**config.mk**
```make
export PLATFORM = sky130hd
export DESIGN_NAME = usm_pin_mux
export DESIGN_NICKNAME = d
export VERILOG_FILES = /design/src/design/usm_pkg.sv /design/src/design/usm_pin_mux.sv
export VERILOG_INCLUDE_DIRS = /design/src /design/src/design
export SDC_FILE = /design/constraint.sdc
export NUM_CORES = 1
export LEC_CHECK = 0
export BUFFER_PORTS_ARGS = -buffer_cell sky130_fd_sc_hd__buf_4
export CAP_MARGIN = 20
export CORE_ASPECT_RATIO = 1.5
export CORE_MARGIN = 4
export CORE_UTILIZATION = 37
export CTS_BUF_LIST = sky130_fd_sc_hd__clkbuf_4 sky130_fd_sc_hd__clkbuf_8 sky130_fd_sc_hd__clkbuf_16
export DETAILED_ROUTE_END_ITERATION = 6
export MAX_ROUTING_LAYER = met4
export PLACE_DENSITY_LB_ADDON = 0.05
export SETUP_SLACK_MARGIN = 0.15
export SKIP_LAST_GASP = 1
export SYNTH_ARGS = -nofsm -noshare
export SYNTH_HDL_FRONTEND = slang
export SYNTH_SLANG_ARGS = --single-unit
```
**constraint.sdc**
```tcl
create_clock -name pclk -period 1.9 [get_ports pclk]
set_input_delay 0 -clock pclk [delete_from_list [all_inputs] [get_ports pclk]]
set_output_delay 0 -clock pclk [all_outputs]
set_load 0.1 [all_outputs]
```
**src/design/usm_consts.svh**
```systemverilog
// usm_consts.svh: register offsets, field positions and reset values
// for the usb signal pin mux; included by the package and the module.
`ifndef USM_CONSTS_SVH
`define USM_CONSTS_SVH

// register byte offsets on the apb bus
`define USM_OFF_MODE 12'h000
`define USM_OFF_PIN 12'h004
`define USM_OFF_STAT 12'h008

// mode control register fields
`define USM_MODE_LSB 0
`define USM_MODE_W 7
`define USM_HCEN_BIT 8

// mux mode codes
`define USM_MODE_PASS 7'h07
`define USM_MODE_SER_A 7'h02
`define USM_MODE_SER_B 7'h0A
`define USM_MODE_SER_C 7'h12
`define USM_MODE_SER_D 7'h18

// pin control register fields
`define USM_PIN_MUXSEL_BIT 0
`define USM_PIN_PUCFG_LSB 1
`define USM_PIN_FUNC_LSB 3
`define USM_PIN_PDDIS_BIT 6
`define USM_PIN_SUSP_BIT 7
`define USM_PIN_W 8

// pin function codes for the pullup control pin
`define USM_FUNC_PULLUP 3'h0
`define USM_FUNC_HUBCLK 3'h1

// reset values
`define USM_RST_MODE 7'h00
`define USM_RST_PIN 8'h00

// edges after reset release before the strap is taken
`define USM_STRAP_DELAY 2'h2

`endif

```
**src/design/usm_pkg.sv**
```systemverilog
// usm_pkg: types shared by the usb signal pin mux.
// assumes usm_consts.svh is on the include path.
package usm_pkg;
  `include "usm_consts.svh"

  typedef logic [`USM_MODE_W-1:0] usm_mode_t;
  typedef logic [1:0] usm_pucfg_t;
  typedef logic [2:0] usm_func_t;

  // which routing the six mux-owned pins follow
  typedef enum logic [1:0] {
    USM_ROUTE_IDLE,
    USM_ROUTE_PASS,
    USM_ROUTE_SERIAL
  } usm_route_e;
endpackage

```
**src/design/usm_pin_mux.sv**
```systemverilog
// usm_pin_mux: usb signal pin mux with apb register access, pullup pin
// drive, passthrough and serial routing, and the shared boot strap pin.
// assumes a single 100 MHz pclk and an apb master on the same clock;
// pin paths are combinational by intent, the strap alone is synchronised.
//
// Operation
// - mode 7 with mux selected forwards pins
// - port1 se0 from p2 plus, txen from p2 rcv
// - port1 txd from p2 minus, p2 se0 from p1 plus
// - port2 txen from p1 rcv, txd from p1 minus
// - modes 2,10,18,24 route serial1 through mux pins
// - serial tx out on txd, rx/cts in
// - config 0 drives low when pullup active
// - config 1 outputs clock on pullup pin
// - config 2 drives high when pullup active
// - config 3 drives high or floats
// - strap sampled at reset selects boot memory
// - strap pin reusable as suspend output later
// - weak pulldown on by default, disableable
// - host clock enable leaves routing unchanged
// - function field 000 pullup, 001 hub clock
//
// Register access over APB and the register addresses were chosen for this implementation.
`timescale 1ns/1ns
`default_nettype none
`include "usm_consts.svh"

module usm_pin_mux
  import usm_pkg::*;
#(
  parameter int ADDR_W = 12
) (
  // clock and reset
  input wire logic pclk,
  input wire logic presetn,
  // apb slave
  input wire logic psel,
  input wire logic penable,
  input wire logic pwrite,
  input wire logic [ADDR_W-1:0] paddr,
  input wire logic [31:0] pwdata,
  input wire logic [3:0] pstrb,
  output logic [31:0] prdata,
  output logic pready,
  output logic pslverr,
  // passthrough and serial input pins
  input wire logic port2_plus_line_in_pin,
  input wire logic port2_diff_receive_in_pin,
  input wire logic port2_minus_line_in_pin,
  input wire logic port1_plus_line_in_pin,
  input wire logic port1_diff_receive_in_pin,
  input wire logic port1_minus_line_in_pin,
  input wire logic port1_minus_line_serial_pin,
  // mux-owned output pins
  output logic port1_single_ended_zero_out_pin,
  output logic port1_single_ended_zero_oe,
  output logic port1_tx_enable_out_pin,
  output logic port1_tx_enable_oe,
  output logic port1_tx_data_out_pin,
  output logic port1_tx_data_oe,
  output logic port2_single_ended_zero_out_pin,
  output logic port2_single_ended_zero_oe,
  output logic port2_tx_enable_out_pin,
  output logic port2_tx_enable_oe,
  output logic port2_tx_data_out_pin,
  output logic port2_tx_data_oe,
  // serial port 1 side
  input wire logic serial1_transmit,
  output logic serial1_receive,
  output logic serial1_clear_to_send,
  // pullup control pin
  input wire logic pullup_active,
  input wire logic hub_clock_output,
  output logic dplus_pullup_control_pin,
  output logic dplus_pullup_control_oe,
  // shared boot strap / suspend pin
  input wire logic boot_strap_suspend_pin_in,
  input wire logic port1_suspend_output,
  output logic boot_strap_suspend_pin_out,
  output logic boot_strap_suspend_pin_oe,
  output logic boot_strap_pulldown_en,
  // boot selection and host clock request
  output logic boot_overlay_select,
  output logic host_ctrl_clock_enable
);

  function automatic logic is_serial_mode(input usm_mode_t m);
    is_serial_mode = (m == `USM_MODE_SER_A) || (m == `USM_MODE_SER_B) ||
                     (m == `USM_MODE_SER_C) || (m == `USM_MODE_SER_D);
  endfunction

  // register state
  usm_mode_t mode_q;
  logic hcen_q;
  logic [`USM_PIN_W-1:0] pin_q;
  logic [31:0] prdata_q;
  logic strap_s1_q;
  logic strap_s2_q;
  logic [1:0] rel_cnt_q;
  logic strap_done_q;
  logic boot_q;

  // apb decode
  wire logic setup_ph = psel && !penable;
  wire logic hit_mode = (paddr == `USM_OFF_MODE);
  wire logic hit_pin = (paddr == `USM_OFF_PIN);
  wire logic hit_stat = (paddr == `USM_OFF_STAT);
  wire logic hit_any = hit_mode || hit_pin || hit_stat;
  wire logic wr_acc = psel && penable && pwrite;
  wire logic wr_mode_lo = wr_acc && hit_mode && pstrb[0];
  wire logic wr_mode_hi = wr_acc && hit_mode && pstrb[1];
  wire logic wr_pin = wr_acc && hit_pin && pstrb[0];

  wire logic [31:0] rd_mode = {23'h0, hcen_q, 1'b0, mode_q};
  wire logic [31:0] rd_pin = {24'h0, pin_q};
  wire logic [31:0] rd_stat = {30'h0, strap_done_q, boot_q};
  wire logic [31:0] rd_mux = hit_mode ? rd_mode :
                             hit_pin ? rd_pin :
                             hit_stat ? rd_stat : 32'h0;

  assign pready = 1'b1;
  assign pslverr = psel && penable && !hit_any;
  assign prdata = prdata_q;

  always_ff @(posedge pclk or negedge presetn) begin
    if (!presetn) begin
      mode_q <= `USM_RST_MODE;
    end else if (wr_mode_lo) begin
      mode_q <= pwdata[`USM_MODE_LSB +: `USM_MODE_W];
    end
  end

  always_ff @(posedge pclk or negedge presetn) begin
    if (!presetn) begin
      hcen_q <= 1'b0;
    end else if (wr_mode_hi) begin
      hcen_q <= pwdata[`USM_HCEN_BIT];
    end
  end

  always_ff @(posedge pclk or negedge presetn) begin
    if (!presetn) begin
      pin_q <= `USM_RST_PIN;
    end else if (wr_pin) begin
      pin_q <= pwdata[`USM_PIN_W-1:0];
    end
  end

  // read data is latched in the setup cycle and held through access
  always_ff @(posedge pclk or negedge presetn) begin
    if (!presetn) begin
      prdata_q <= 32'h0;
    end else if (setup_ph && !pwrite) begin
      prdata_q <= rd_mux;
    end
  end

  // host clock request only; it feeds nothing in the routing below
  assign host_ctrl_clock_enable = hcen_q;

  // pin control fields
  wire logic mux_sel = pin_q[`USM_PIN_MUXSEL_BIT];
  wire usm_pucfg_t pu_cfg = pin_q[`USM_PIN_PUCFG_LSB +: 2];
  wire usm_func_t pu_func = pin_q[`USM_PIN_FUNC_LSB +: 3];
  wire logic pd_dis = pin_q[`USM_PIN_PDDIS_BIT];
  wire logic susp_fn = pin_q[`USM_PIN_SUSP_BIT];

  // routing choice depends only on mode and top-level select
  wire logic pass_on = mux_sel && (mode_q == `USM_MODE_PASS);
  wire logic serial_on = mux_sel && is_serial_mode(mode_q);
  wire usm_route_e route = pass_on ? USM_ROUTE_PASS :
                           serial_on ? USM_ROUTE_SERIAL : USM_ROUTE_IDLE;

  // passthrough wiring, no register in the path
  assign port1_single_ended_zero_out_pin =
    (route == USM_ROUTE_PASS) && port2_plus_line_in_pin;
  assign port1_single_ended_zero_oe = (route == USM_ROUTE_PASS);
  assign port1_tx_enable_out_pin =
    (route == USM_ROUTE_PASS) && port2_diff_receive_in_pin;
  assign port1_tx_enable_oe = (route == USM_ROUTE_PASS);
  assign port2_single_ended_zero_out_pin =
    (route == USM_ROUTE_PASS) && port1_plus_line_in_pin;
  assign port2_single_ended_zero_oe = (route == USM_ROUTE_PASS);
  assign port2_tx_enable_out_pin =
    (route == USM_ROUTE_PASS) && port1_diff_receive_in_pin;
  assign port2_tx_enable_oe = (route == USM_ROUTE_PASS);
  assign port2_tx_data_out_pin =
    (route == USM_ROUTE_PASS) && port1_minus_line_in_pin;
  assign port2_tx_data_oe = (route == USM_ROUTE_PASS);

  // port1 txd is shared between passthrough and serial transmit
  assign port1_tx_data_out_pin =
    (route == USM_ROUTE_PASS) ? port2_minus_line_in_pin :
    (route == USM_ROUTE_SERIAL) ? serial1_transmit : 1'b0;
  assign port1_tx_data_oe = (route != USM_ROUTE_IDLE);

  // serial inputs idle high (mark) when not routed
  assign serial1_receive =
    (route == USM_ROUTE_SERIAL) ? port1_minus_line_serial_pin : 1'b1;
  assign serial1_clear_to_send =
    (route == USM_ROUTE_SERIAL) ? port1_diff_receive_in_pin : 1'b1;

  // pullup control pin drive
  wire logic pu_clk_sel = (pu_func == `USM_FUNC_HUBCLK) || (pu_cfg == 2'h1);
  wire logic pu_ctl_sel = (pu_func == `USM_FUNC_PULLUP);
  wire logic pu_level = (pu_cfg == 2'h0) ? !pullup_active : pullup_active;
  assign dplus_pullup_control_pin =
    pu_clk_sel ? hub_clock_output : (pu_ctl_sel && pu_level);
  assign dplus_pullup_control_oe =
    pu_clk_sel || !pu_ctl_sel || (pu_cfg != 2'h3) || pullup_active;

  // strap pin passes two flops before it is sampled
  always_ff @(posedge pclk or negedge presetn) begin
    if (!presetn) begin
      strap_s1_q <= 1'b0;
      strap_s2_q <= 1'b0;
    end else begin
      strap_s1_q <= boot_strap_suspend_pin_in;
      strap_s2_q <= strap_s1_q;
    end
  end

  always_ff @(posedge pclk or negedge presetn) begin
    if (!presetn) begin
      rel_cnt_q <= 2'h0;
    end else if (rel_cnt_q != `USM_STRAP_DELAY) begin
      rel_cnt_q <= rel_cnt_q + 2'h1;
    end
  end

  // strap taken once after reset release, then frozen
  always_ff @(posedge pclk or negedge presetn) begin
    if (!presetn) begin
      strap_done_q <= 1'b0;
      boot_q <= 1'b0;
    end else if (!strap_done_q && rel_cnt_q == `USM_STRAP_DELAY) begin
      strap_done_q <= 1'b1;
      boot_q <= strap_s2_q;
    end
  end

  assign boot_overlay_select = boot_q;
  assign boot_strap_suspend_pin_oe = strap_done_q && susp_fn;
  assign boot_strap_suspend_pin_out =
    strap_done_q && susp_fn && port1_suspend_output;
  assign boot_strap_pulldown_en = !pd_dis;
endmodule // usm_pin_mux

`default_nettype wire

```
==> results of run 1 <==
layout by cell type, fill, tap and decap left out, types with 2 or more instances in the layout:
cell type	count
sky130_fd_sc_hd__inv_1	5
sky130_fd_sc_hd__nor2_1	2
sky130_fd_sc_hd__and2_0	4
sky130_fd_sc_hd__and3_1	3
sky130_fd_sc_hd__nor2b_1	2
sky130_fd_sc_hd__buf_12	12
sky130_fd_sc_hd__dfrtp_2	2
sky130_fd_sc_hd__dfrtp_1	29
sky130_fd_sc_hd__o22ai_1	2
sky130_fd_sc_hd__nand2_1	11
sky130_fd_sc_hd__buf_6	5
sky130_fd_sc_hd__buf_4	62
sky130_fd_sc_hd__dlygate4sd3_1	11
sky130_fd_sc_hd__o21ai_0	5
sky130_fd_sc_hd__nor3_4	2
sky130_fd_sc_hd__or4_4	5
sky130_fd_sc_hd__conb_1	24
sky130_fd_sc_hd__or2_4	3
sky130_fd_sc_hd__nor2_4	2
sky130_fd_sc_hd__a22o_1	2
sky130_fd_sc_hd__a21oi_1	3
sky130_fd_sc_hd__a221o_1	4
sky130_fd_sc_hd__mux2_2	16
sky130_fd_sc_hd__clkbuf_8	7
sky130_fd_sc_hd__and2_4	5
critical path, stage by stage, from the launching register on:
cell and delay, ns:
sky130_fd_sc_hd__dfrtp_1 0.35, sky130_fd_sc_hd__nand2_1 0.07, sky130_fd_sc_hd__xor2_1 0.14, sky130_fd_sc_hd__or4_4 0.53
sky130_fd_sc_hd__or2_4 0.26, sky130_fd_sc_hd__buf_12 0.16
final cells by class:
| cell class | instances | area [um2] |
|---|---|---|
| clock buffer | 8 | 104 |
| fill | 366 | 1770 |
| inverter | 5 | 18.8 |
| multi-input combinational | 117 | 921 |
| timing repair buffer | 90 | 872 |
| tap | 64 | 80.1 |
| sequential | 31 | 778 |
worst max-delay path by stage:
stage	startpoint	endpoint	slack, ns
floorplan	mode_q[4]	port1_tx_data_oe	-0.25
global placement	mode_q[6]	serial1_clear_to_send	0.14
detailed placement	mode_q[6]	serial1_clear_to_send	0.12
CTS	mode_q[4]	serial1_clear_to_send	0.09
global route	mode_q[6]	serial1_clear_to_send	0.03
finish	mode_q[3]	serial1_receive	0.11
what timing repair did:
item,4_1_cts,5_1_grt
hold endpoints to repair,48,0
pin swaps,6,2
resized for setup,38,10
setup endpoints to repair,16,15
buffers inserted,4,2
hold buffers,11,0
registers in the layout, indices dropped and copies added, names as in the netlist:
| signal | cells |
|---|---|
| strap_s1_q | 1 |
| host_ctrl_clock_enable | 1 |
| pin_q | 8 |
| prdata | 9 |
| strap_done_q | 1 |
| boot_overlay_select | 1 |
| strap_s2_q | 1 |
| mode_q | 7 |
| rel_cnt_q | 2 |
power by group through the flow:
stage                     clock network (mW)  logic [mW]  registers, mW
final                                  0.579       0.379          0.665
after CTS                              0.593       0.380          0.665
after floorplan                            0       0.288          0.685
after detailed placement                   0       0.355          0.677
after global placement                     0       0.351          0.677
after global routing                   0.634       0.397          0.665
cells by family (layout without fill, tap and decap cells):
kind of cell             Yosys count  count (layout)  synth area share
other                              2              24           0.00429
flip-flops                        31              31             0.443
AND/OR/NAND/NOR                   53              53             0.215
multiplexers                      16              16             0.103
XOR/XNOR                           2               2            0.0100
buffers and inverters             34             103             0.133
adder cells (fa/ha/maj)            1               1           0.00714
AO/OA/AOI/OAI                     21              21            0.0850
layer usage:
metal	vias to the layer above	part of all wire	global-route usage	wire (um)
li1	689	-	-	-
met2	71	0.55	0.298	2490
met1	683	0.35	0.182	1600
met3	5	0.081	0.0404	367
met4	0	0.018	0.0741	80
met5	-	0	-	0
per-stage QoR:
step                      std cells  power, mW  hold WS [ns]   util  setup TNS (ns)
after global routing            315       1.70        0.0705  0.611               0
after CTS                       313       1.64        0.0359  0.599               0
after floorplan                 182      0.974        -0.296      -           -2.28
after detailed placement        290       1.03       -0.0425  0.510               0
final                           315       1.62        0.0430  0.611               0
after global placement          290       1.03       -0.0542  0.510               0
==> reports/metrics.json, run 1 <==
{
  "run_status": "finished clean",
  "place.port_buffers": 70,
  "power_switching_share": 0.325,
  "power_density_nw_per_um2": 585,
  "async_reset_ff_frac": 1.00,
  "synthTopCellsByArea": "sky130_fd_sc_hd__dfrtp_1 (44%), sky130_fd_sc_hd__buf_4 (12%), sky130_fd_sc_hd__mux2_2 (10%)",
  "numClockSinks": 31,
  "synth.ff_latch_count": 31,
  "drive_gt1_frac": 0.530,
  "deepest_clock_path_buffer_count": 2,
  "gp_routability_congestion": 0.765,
  "slew_headroom": 0.641,
  "finalInstanceArea_um2": 2770,
  "worstSkewPairLatency_ns": 0.28,
  "dr_total_vias": 1448,
  "drv_slew": 0,
  "synth.top_cell.area_share": 0.443,
  "clock.fmax_mhz": 558,
  "synth_area_per_inst_um2": 10.9,
  "ir_drop_v": 0.000531,
  "initial_utilization": 0.386,
  "intPower_mw": 1.10,
  "yosysSeqAreaShare": 0.443,
  "gr-usage-all-layers": 0.171,
  "vias_per_cell": 4.60,
  "cts-htree-levels": 2,
  "report.final.hold_viol_count": 0,
  "tightestPinTransition_ns": 0.534,
  "layout_skew_ns": 0.00494,
  "clock_power_share": 0.357,
  "remaining_global_route_overflow": 0,
  "grt_start_max_net_pins": 32,
  "detailedRoute.firstPassIterationCount": 4,
  "criticalPathCategory": "register to output pin",
  "hpwl_um": 3410,
  "power.share.sequential": 0.410,
  "post_route_clock_period_utilization": 0.943,
  "setup_repair_after_global_routing_missed_its_margin": "yes",
  "area.growth.synth_to_final_pct": 58.4,
  "hp-class": "input pin to register",
  "required_ns": 1.90,
  "wire_length_of_the_first_global_routing_pass_um": 7520,
  "synth_top_cells_by_count": "sky130_fd_sc_hd__dfrtp_1 (31), sky130_fd_sc_hd__buf_4 (28), sky130_fd_sc_hd__mux2_2 (16)",
  "std_cell_rows": 30,
  "max_cap_violations": 0,
  "pwr-share-comb": 0.234,
  "placeable_area_um2": 4540,
  "die-area_um2": 5920,
  "cts_inserted_buffers": 5,
  "design.final.nets": 316,
  "setup-violations-final": 0,
  "antenna_found_initial": 0,
  "die_width_um": 64.2,
  "p_switching_uw": 527,
  "tritoncts": "done",
  "worstRegToRegCells": 4,
  "antennaDiodeCount": 0,
  "dpl-instance-area_um2": 2320,
  "cp-start-kind": "register",
  "drcViolationCount": 0,
  "drt-wirelength-per-cell_um": 14.4,
  "netlist_instances": 160,
  "min_delay_worst_endpoint": "prdata[1]",
  "cts_root_buffer": "sky130_fd_sc_hd__clkbuf_8",
  "placement.setup.worst_slack_ns": 0.124,
  "final_period_minus_worst_setup_slack_ns": 1.79,
  "regToRegStartpoint": "rel_cnt_q[0]",
  "die_h_um": 92.3,
  "drt_iter0_drc": 21,
  "worst_hold_start": "paddr[1]",
  "rrSetupSlack_ns": 0.81,
  "synth_enable_flop_cells": 0,
  "synth_area_um2": 1750,
  "drt.antenna.violating_nets": 0,
  "number_of_global_route_vias_before_repair": 1499,
  "worst-path-max-fanout": 4,
  "io-pin-count": 120,
  "synth-main-ff-cell": "sky130_fd_sc_hd__dfrtp_1",
  "detail_route.wirelength_um": 4530,
  "netlist.top_cell.by_area": "sky130_fd_sc_hd__dfrtp_1",
  "post-synth-top-count-cell": "sky130_fd_sc_hd__dfrtp_1",
  "clkTransAtPathRegs_ns": 0.06,
  "setup_slack_ns": 0.108,
  "holdPathStages": 4,
  "synth.distinct_cells": 41,
  "worstPathArrival_ns": 1.79,
  "endpoint_kind": "output pin",
  "ys.warnings.count": 0,
  "total_leakage_power_nw": 1.39,
  "timing.rr.end": "boot_overlay_select"
}
(Power assumes the default switching activity.)
==> inputs of run 2 (changes only) <==
Settings changed: CELL_PAD_IN_SITES_DETAIL_PLACEMENT set to 2, CELL_PAD_IN_SITES_GLOBAL_PLACEMENT set to 2, CORE_UTILIZATION 37 to 23.
==> run 2 against run 1 <==
Net effect:
- wire length increased by 32%
- total power increased by 0.25%
- non-clock buffer count increased by 5
- largest power group unchanged
- final cell count increased by 13%
- worst hold slack improved by 0.0086 ns
==> reports/metrics.json, run 2 (same netlist as run 1, synthesis figures left out) <==
{
  "worst_hold_start": "paddr[1]",
  "critical-path-top-delay-family": "simple AND/OR/NAND/NOR gates",
  "report.final.hold_viol_count": 0,
  "cts_root_buffer": "sky130_fd_sc_hd__clkbuf_8",
  "tightestPinTransition_ns": 0.539,
  "die_width_um": 79.3,
  "initial_utilization": 0.239,
  "design.final.nets": 321,
  "total_leakage_power_nw": 1.41,
  "worst-path-max-fanout": 4,
  "cp_cell_sequence": "xor2_1, or4_4, or2_4, buf_12",
  "drive_gt1_frac": 0.531,
  "worstSkewPairLatency_ns": 0.28,
  "layout_skew_ns": 0.00426,
  "drt.antenna.violating_nets": 0,
  "run_status": "finished clean",
  "detailroute.wirelength.met3_um": 308,
  "route.top_layer_used": "met4",
  "cts_inserted_buffers": 5,
  "endpoint_kind": "output pin",
  "slew_headroom": 0.638,
  "totalNegativeSetupSlack_ns": 0,
  "m1WireLength_um": 2000,
  "drcViolationCount": 0,
  "power_density_nw_per_um2": 572,
  "setup_slack_ns": 0.0767,
  "wire_length_of_the_first_global_routing_pass_um": 9340,
  "cp-start-kind": "register",
  "ir_drop_v": 0.000397,
  "die_h_um": 115,
  "hp-class": "input pin to register",
  "clock.fmax_mhz": 548,
  "vias_per_cell": 4.32,
  "gp_routability_congestion": 0.686,
  "gr-usage-all-layers": 0.138,
  "final_period_minus_worst_setup_slack_ns": 1.82,
  "antennaDiodeCount": 0,
  "drt-wirelength-per-cell_um": 16.8,
  "deepest_clock_path_buffer_count": 2,
  "criticalPathCategory": "register to output pin",
  "finalInstanceArea_um2": 2850,
  "detailroute.wirelength.met2_um": 3620,
  "drv_slew": 0,
  "place.port_buffers": 70,
  "area.growth.synth_to_final_pct": 62.5,
  "layout.cells.most_common": "sky130_fd_sc_hd__buf_4",
  "startpoint": "mode_q[1]",
  "required_ns": 1.90,
  "die-area_um2": 9110,
  "antenna_found_initial": 0,
  "placement.setup.worst_slack_ns": 0.140,
  "drt_iter0_drc": 37,
  "grt_start_max_net_pins": 32,
  "detail_route.wirelength_um": 5970,
  "remaining_global_route_overflow": 0,
  "hold_ws_ns": 0.0516,
  "timing.critical_path.slowest_cell_delay_ns": 0.53,
  "max_cap_violations": 0,
  "clkTransAtPathRegs_ns": 0.07,
  "dpl-instance-area_um2": 2380,
  "numClockSinks": 31,
  "setup-violations-final": 0,
  "post_route_clock_period_utilization": 0.960,
  "std_cell_rows": 38,
  "crit_slowest_cell": "sky130_fd_sc_hd__or4_4",
  "detailedRoute.firstPassIterationCount": 3,
  "placeable_area_um2": 7320,
  "mostFrequentLayoutCells": "sky130_fd_sc_hd__buf_4 (67), sky130_fd_sc_hd__dfrtp_1 (30), sky130_fd_sc_hd__conb_1 (24)",
  "regToRegStartpoint": "rel_cnt_q[0]",
  "number_of_global_route_vias_before_repair": 1768,
  "tritoncts": "done",
  "setup_repair_after_global_routing_missed_its_margin": "yes",
  "hpwl_um": 4650,
  "io-pin-count": 120,
  "critPathBufInv": 1,
  "largest_register_ff_count": 9,
  "dr_total_vias": 1537,
  "cts-htree-levels": 2,
  "worstPathArrival_ns": 1.82
}
run 2: cell count changes in the layout (fill, tap and decap cells not counted), sizes merged:
cell | previous run | this run
clkinvlp | 0 | 1
buf | 79 | 84
clkbuf | 8 | 7
run 2: final timing paths:
check | to | slack [ns] | cells after the start
max | serial1_clear_to_send | 0.08 | 4
min | prdata[1] | 0.05 | 4
max reg2reg | boot_overlay_select | 0.76 | 4
min reg2reg | strap_s2_q | 0.35 | 0
max in group asynchronous | mode_q[1] | 1.38 | 2
min in group asynchronous | mode_q[2] | 0.19 | 2
run 2: metrics by stage:
step	instances	util	power, mW
after CTS	354	0.382	1.66
after global placement	328	0.325	1.03
after global routing	356	0.389	1.70
after floorplan	182	-	0.974
final	356	0.389	1.63
after detailed placement	328	0.325	1.04
run 2: tightest hold or removal path, stage by stage:
cell                      delay, ns
sky130_fd_sc_hd__buf_4         0.10
sky130_fd_sc_hd__nor3_1        0.05
sky130_fd_sc_hd__nand2_1       0.07
sky130_fd_sc_hd__o21ai_0       0.07
run 2: what timing repair did:
action                     CTS  global route
resized for setup           36             9
buffers inserted             7             2
hold endpoints to repair    48             0
hold buffers                11             0
pin swaps                    4             1
setup endpoints to repair   16            16
run 2: area by class of cell:
class                           instances  area [um2]
Inverter                                5        18.8
Tap cell                              100         125
Fill cell                             818        4480
Clock buffer                            7        96.3
Clock inverter                          1        7.51
Multi-Input combinational cell        117         912
Sequential cell                        31         777
Timing Repair Buffer                   95         910
run 2: routing by layer:
layer / global-route usage / vias to the layer above
met3: 0.0298 / 4
met4: 0.0367 / 0
li1: - / 705
met2: 0.274 / 51
met5: - / -
met1: 0.130 / 777
run 2: report_power, final:
part | internal [mW] | switching (mW)
clock network | 0.329 | 0.251
logic | 0.0893 | 0.294
registers | 0.663 | 0.00144
==> inputs of run 3 (changes only) <==
Settings changed: PLACE_DENSITY_LB_ADDON 0.05 to 0.1.
==> run 3 against run 2 <==
Net effect:
- final cell count up 0.28%
- sequential cell count unchanged
- clock skew about the same
- non-clock buffer count up 1
- global-route usage down 0.34 points
- final area up 2.5%
- via count up 0.65%
- critical path type unchanged
- largest cell class is now non-clock buffers
- highest routed layer unchanged
==> reports/metrics.json, run 3 (same netlist as run 1, synthesis figures left out) <==
{
  "run_status": "finished clean",
  "power_density_nw_per_um2": 594,
  "fillerInstances": 815,
  "dr_total_vias": 1547,
  "tritoncts": "done",
  "die_h_um": 115,
  "finalInstanceArea_um2": 2920,
  "worst-path-max-fanout": 4,
  "worstSkewPairLatency_ns": 0.28,
  "hp-class": "input pin to register",
  "power_switching_share": 0.322,
  "largest_register_ff_count": 9,
  "final_period_minus_worst_setup_slack_ns": 1.88,
  "cts_inserted_buffers": 5,
  "io-pin-count": 120,
  "pwr-share-comb": 0.221,
  "hpwl_um": 4220,
  "intPower_mw": 1.18,
  "cp-start-kind": "register",
  "drt-wirelength-per-cell_um": 16.5,
  "slew_headroom": 0.616,
  "layout.area.seq_um2": 778,
  "detail_route.wirelength_um": 5880,
  "report.final.hold_viol_count": 0,
  "post_route_clock_period_utilization": 0.989,
  "clkTransAtPathRegs_ns": 0.07,
  "die_width_um": 79.3,
  "place.port_buffers": 70,
  "std_cell_rows": 38,
  "clock.fmax_mhz": 532,
  "cts_root_buffer": "sky130_fd_sc_hd__clkbuf_8",
  "gr-usage-all-layers": 0.135,
  "p_switching_uw": 557,
  "drt.antenna.violating_nets": 0,
  "p_total_mw": 1.73,
  "cts-htree-levels": 2,
  "tightestPinTransition_ns": 0.572,
  "setup_repair_after_global_routing_missed_its_margin": "yes",
  "totalNegativeSetupSlack_ns": 0,
  "design.final.nets": 322,
  "drcViolationCount": 0,
  "setup-violations-final": 0,
  "layout_skew_ns": 0.00419,
  "worstRegToRegCells": 4,
  "placeable_area_um2": 7320,
  "gp_routability_congestion": 0.759,
  "max_cap_violations": 0,
  "drive_gt1_frac": 0.549,
  "remaining_global_route_overflow": 0,
  "mostFrequentLayoutCells": "sky130_fd_sc_hd__buf_4 (65), sky130_fd_sc_hd__dfrtp_1 (29), sky130_fd_sc_hd__conb_1 (24)",
  "drt_iter0_drc": 20,
  "vias_per_cell": 4.33,
  "numPlacedInstances": 328,
  "die-area_um2": 9110,
  "grt_start_max_net_pins": 32,
  "endpoint_kind": "output pin",
  "area.growth.synth_to_final_pct": 66.6,
  "initial_utilization": 0.239,
  "ir_drop_v": 0.000311,
  "wire_length_of_the_first_global_routing_pass_um": 9170,
  "layout.cells.most_common": "sky130_fd_sc_hd__buf_4",
  "deepest_clock_path_buffer_count": 2,
  "finalNonFillerCells": 357,
  "antenna_found_initial": 0,
  "numClockSinks": 31,
  "dpl-instance-area_um2": 2380,
  "detailedRoute.firstPassIterationCount": 4,
  "total_leakage_power_nw": 1.43,
  "antennaDiodeCount": 0,
  "holdPathStages": 4,
  "clock_power_share": 0.396,
  "worstPathArrival_ns": 1.88,
  "number_of_global_route_vias_before_repair": 1674,
  "required_ns": 1.90,
  "power.share.sequential": 0.383,
  "multiInputGateArea_um2": 923,
  "drv_slew": 0,
  "criticalPathCategory": "register to output pin"
}
## run 3: final timing paths
check | end | slack, ns | start
min | prdata[1] | 0.05 | paddr[1]
min in group asynchronous | pin_q[2] | 0.19 | presetn
max | serial1_clear_to_send | 0.02 | mode_q[6]
max in group asynchronous | pin_q[3] | 1.38 | presetn
min reg2reg | strap_s2_q | 0.36 | strap_s1_q
max reg2reg | boot_overlay_select | 0.77 | rel_cnt_q[0]
## run 3: final cells by class
type                       instances  share of cell area
clock buffer                       6              0.0283
inverter                           5             0.00643
timing repair buffer              96               0.327
clock inverter                     2              0.0120
sequential                        31               0.267
tap                              100              0.0429
multi-input combinational        117               0.316
## run 3: power groups by stage
stage	registers (mW)	clock network, mW	logic [mW]
floorplan	0.685	0	0.288
global placement	0.677	0	0.356
detailed placement	0.677	0	0.359
CTS	0.664	0.709	0.383
global route	0.664	0.740	0.403
finish	0.664	0.687	0.383
## run 3: repair_timing
| action | in CTS | in global routing |
|---|---|---|
| buffers inserted | 5 | 4 |
| setup endpoints to repair | 11 | 15 |
| pin swaps | 10 | 7 |
| cloned | 1 | 0 |
| hold endpoints to repair | 48 | 0 |
| resized for setup | 41 | 22 |
| hold buffers | 11 | 0 |
## run 3: per-stage QoR
stage / hold slack, ns / worst slack (ns) / util
2_1_floorplan: -0.296 / -0.250 / -
3_3_place_gp: -0.0290 / 0.0991 / 0.325
3_5_place_dp: -0.0251 / 0.0891 / 0.325
4_1_cts: 0.0411 / -0.0628 / 0.383
5_1_grt: 0.0928 / -0.0714 / 0.398
6_report: 0.0465 / 0.0200 / 0.398
## run 3: per-layer routing
layer | vias up | share of wire | global-route usage
met1 | 775 | 0.36 | 0.144
li1 | 702 | - | -
met3 | 7 | 0.065 | 0.0313
met2 | 63 | 0.57 | 0.244
met5 | - | 0 | -
met4 | 0 | 0.013 | 0.0413
## run 3: worst max-delay path, stage by stage (launching register included)
cell	delay [ns]
sky130_fd_sc_hd__dfrtp_1	0.40
sky130_fd_sc_hd__nor2_2	0.13
sky130_fd_sc_hd__nand2_2	0.08
sky130_fd_sc_hd__or4_4	0.55
sky130_fd_sc_hd__or2_4	0.27
sky130_fd_sc_hd__buf_12	0.16
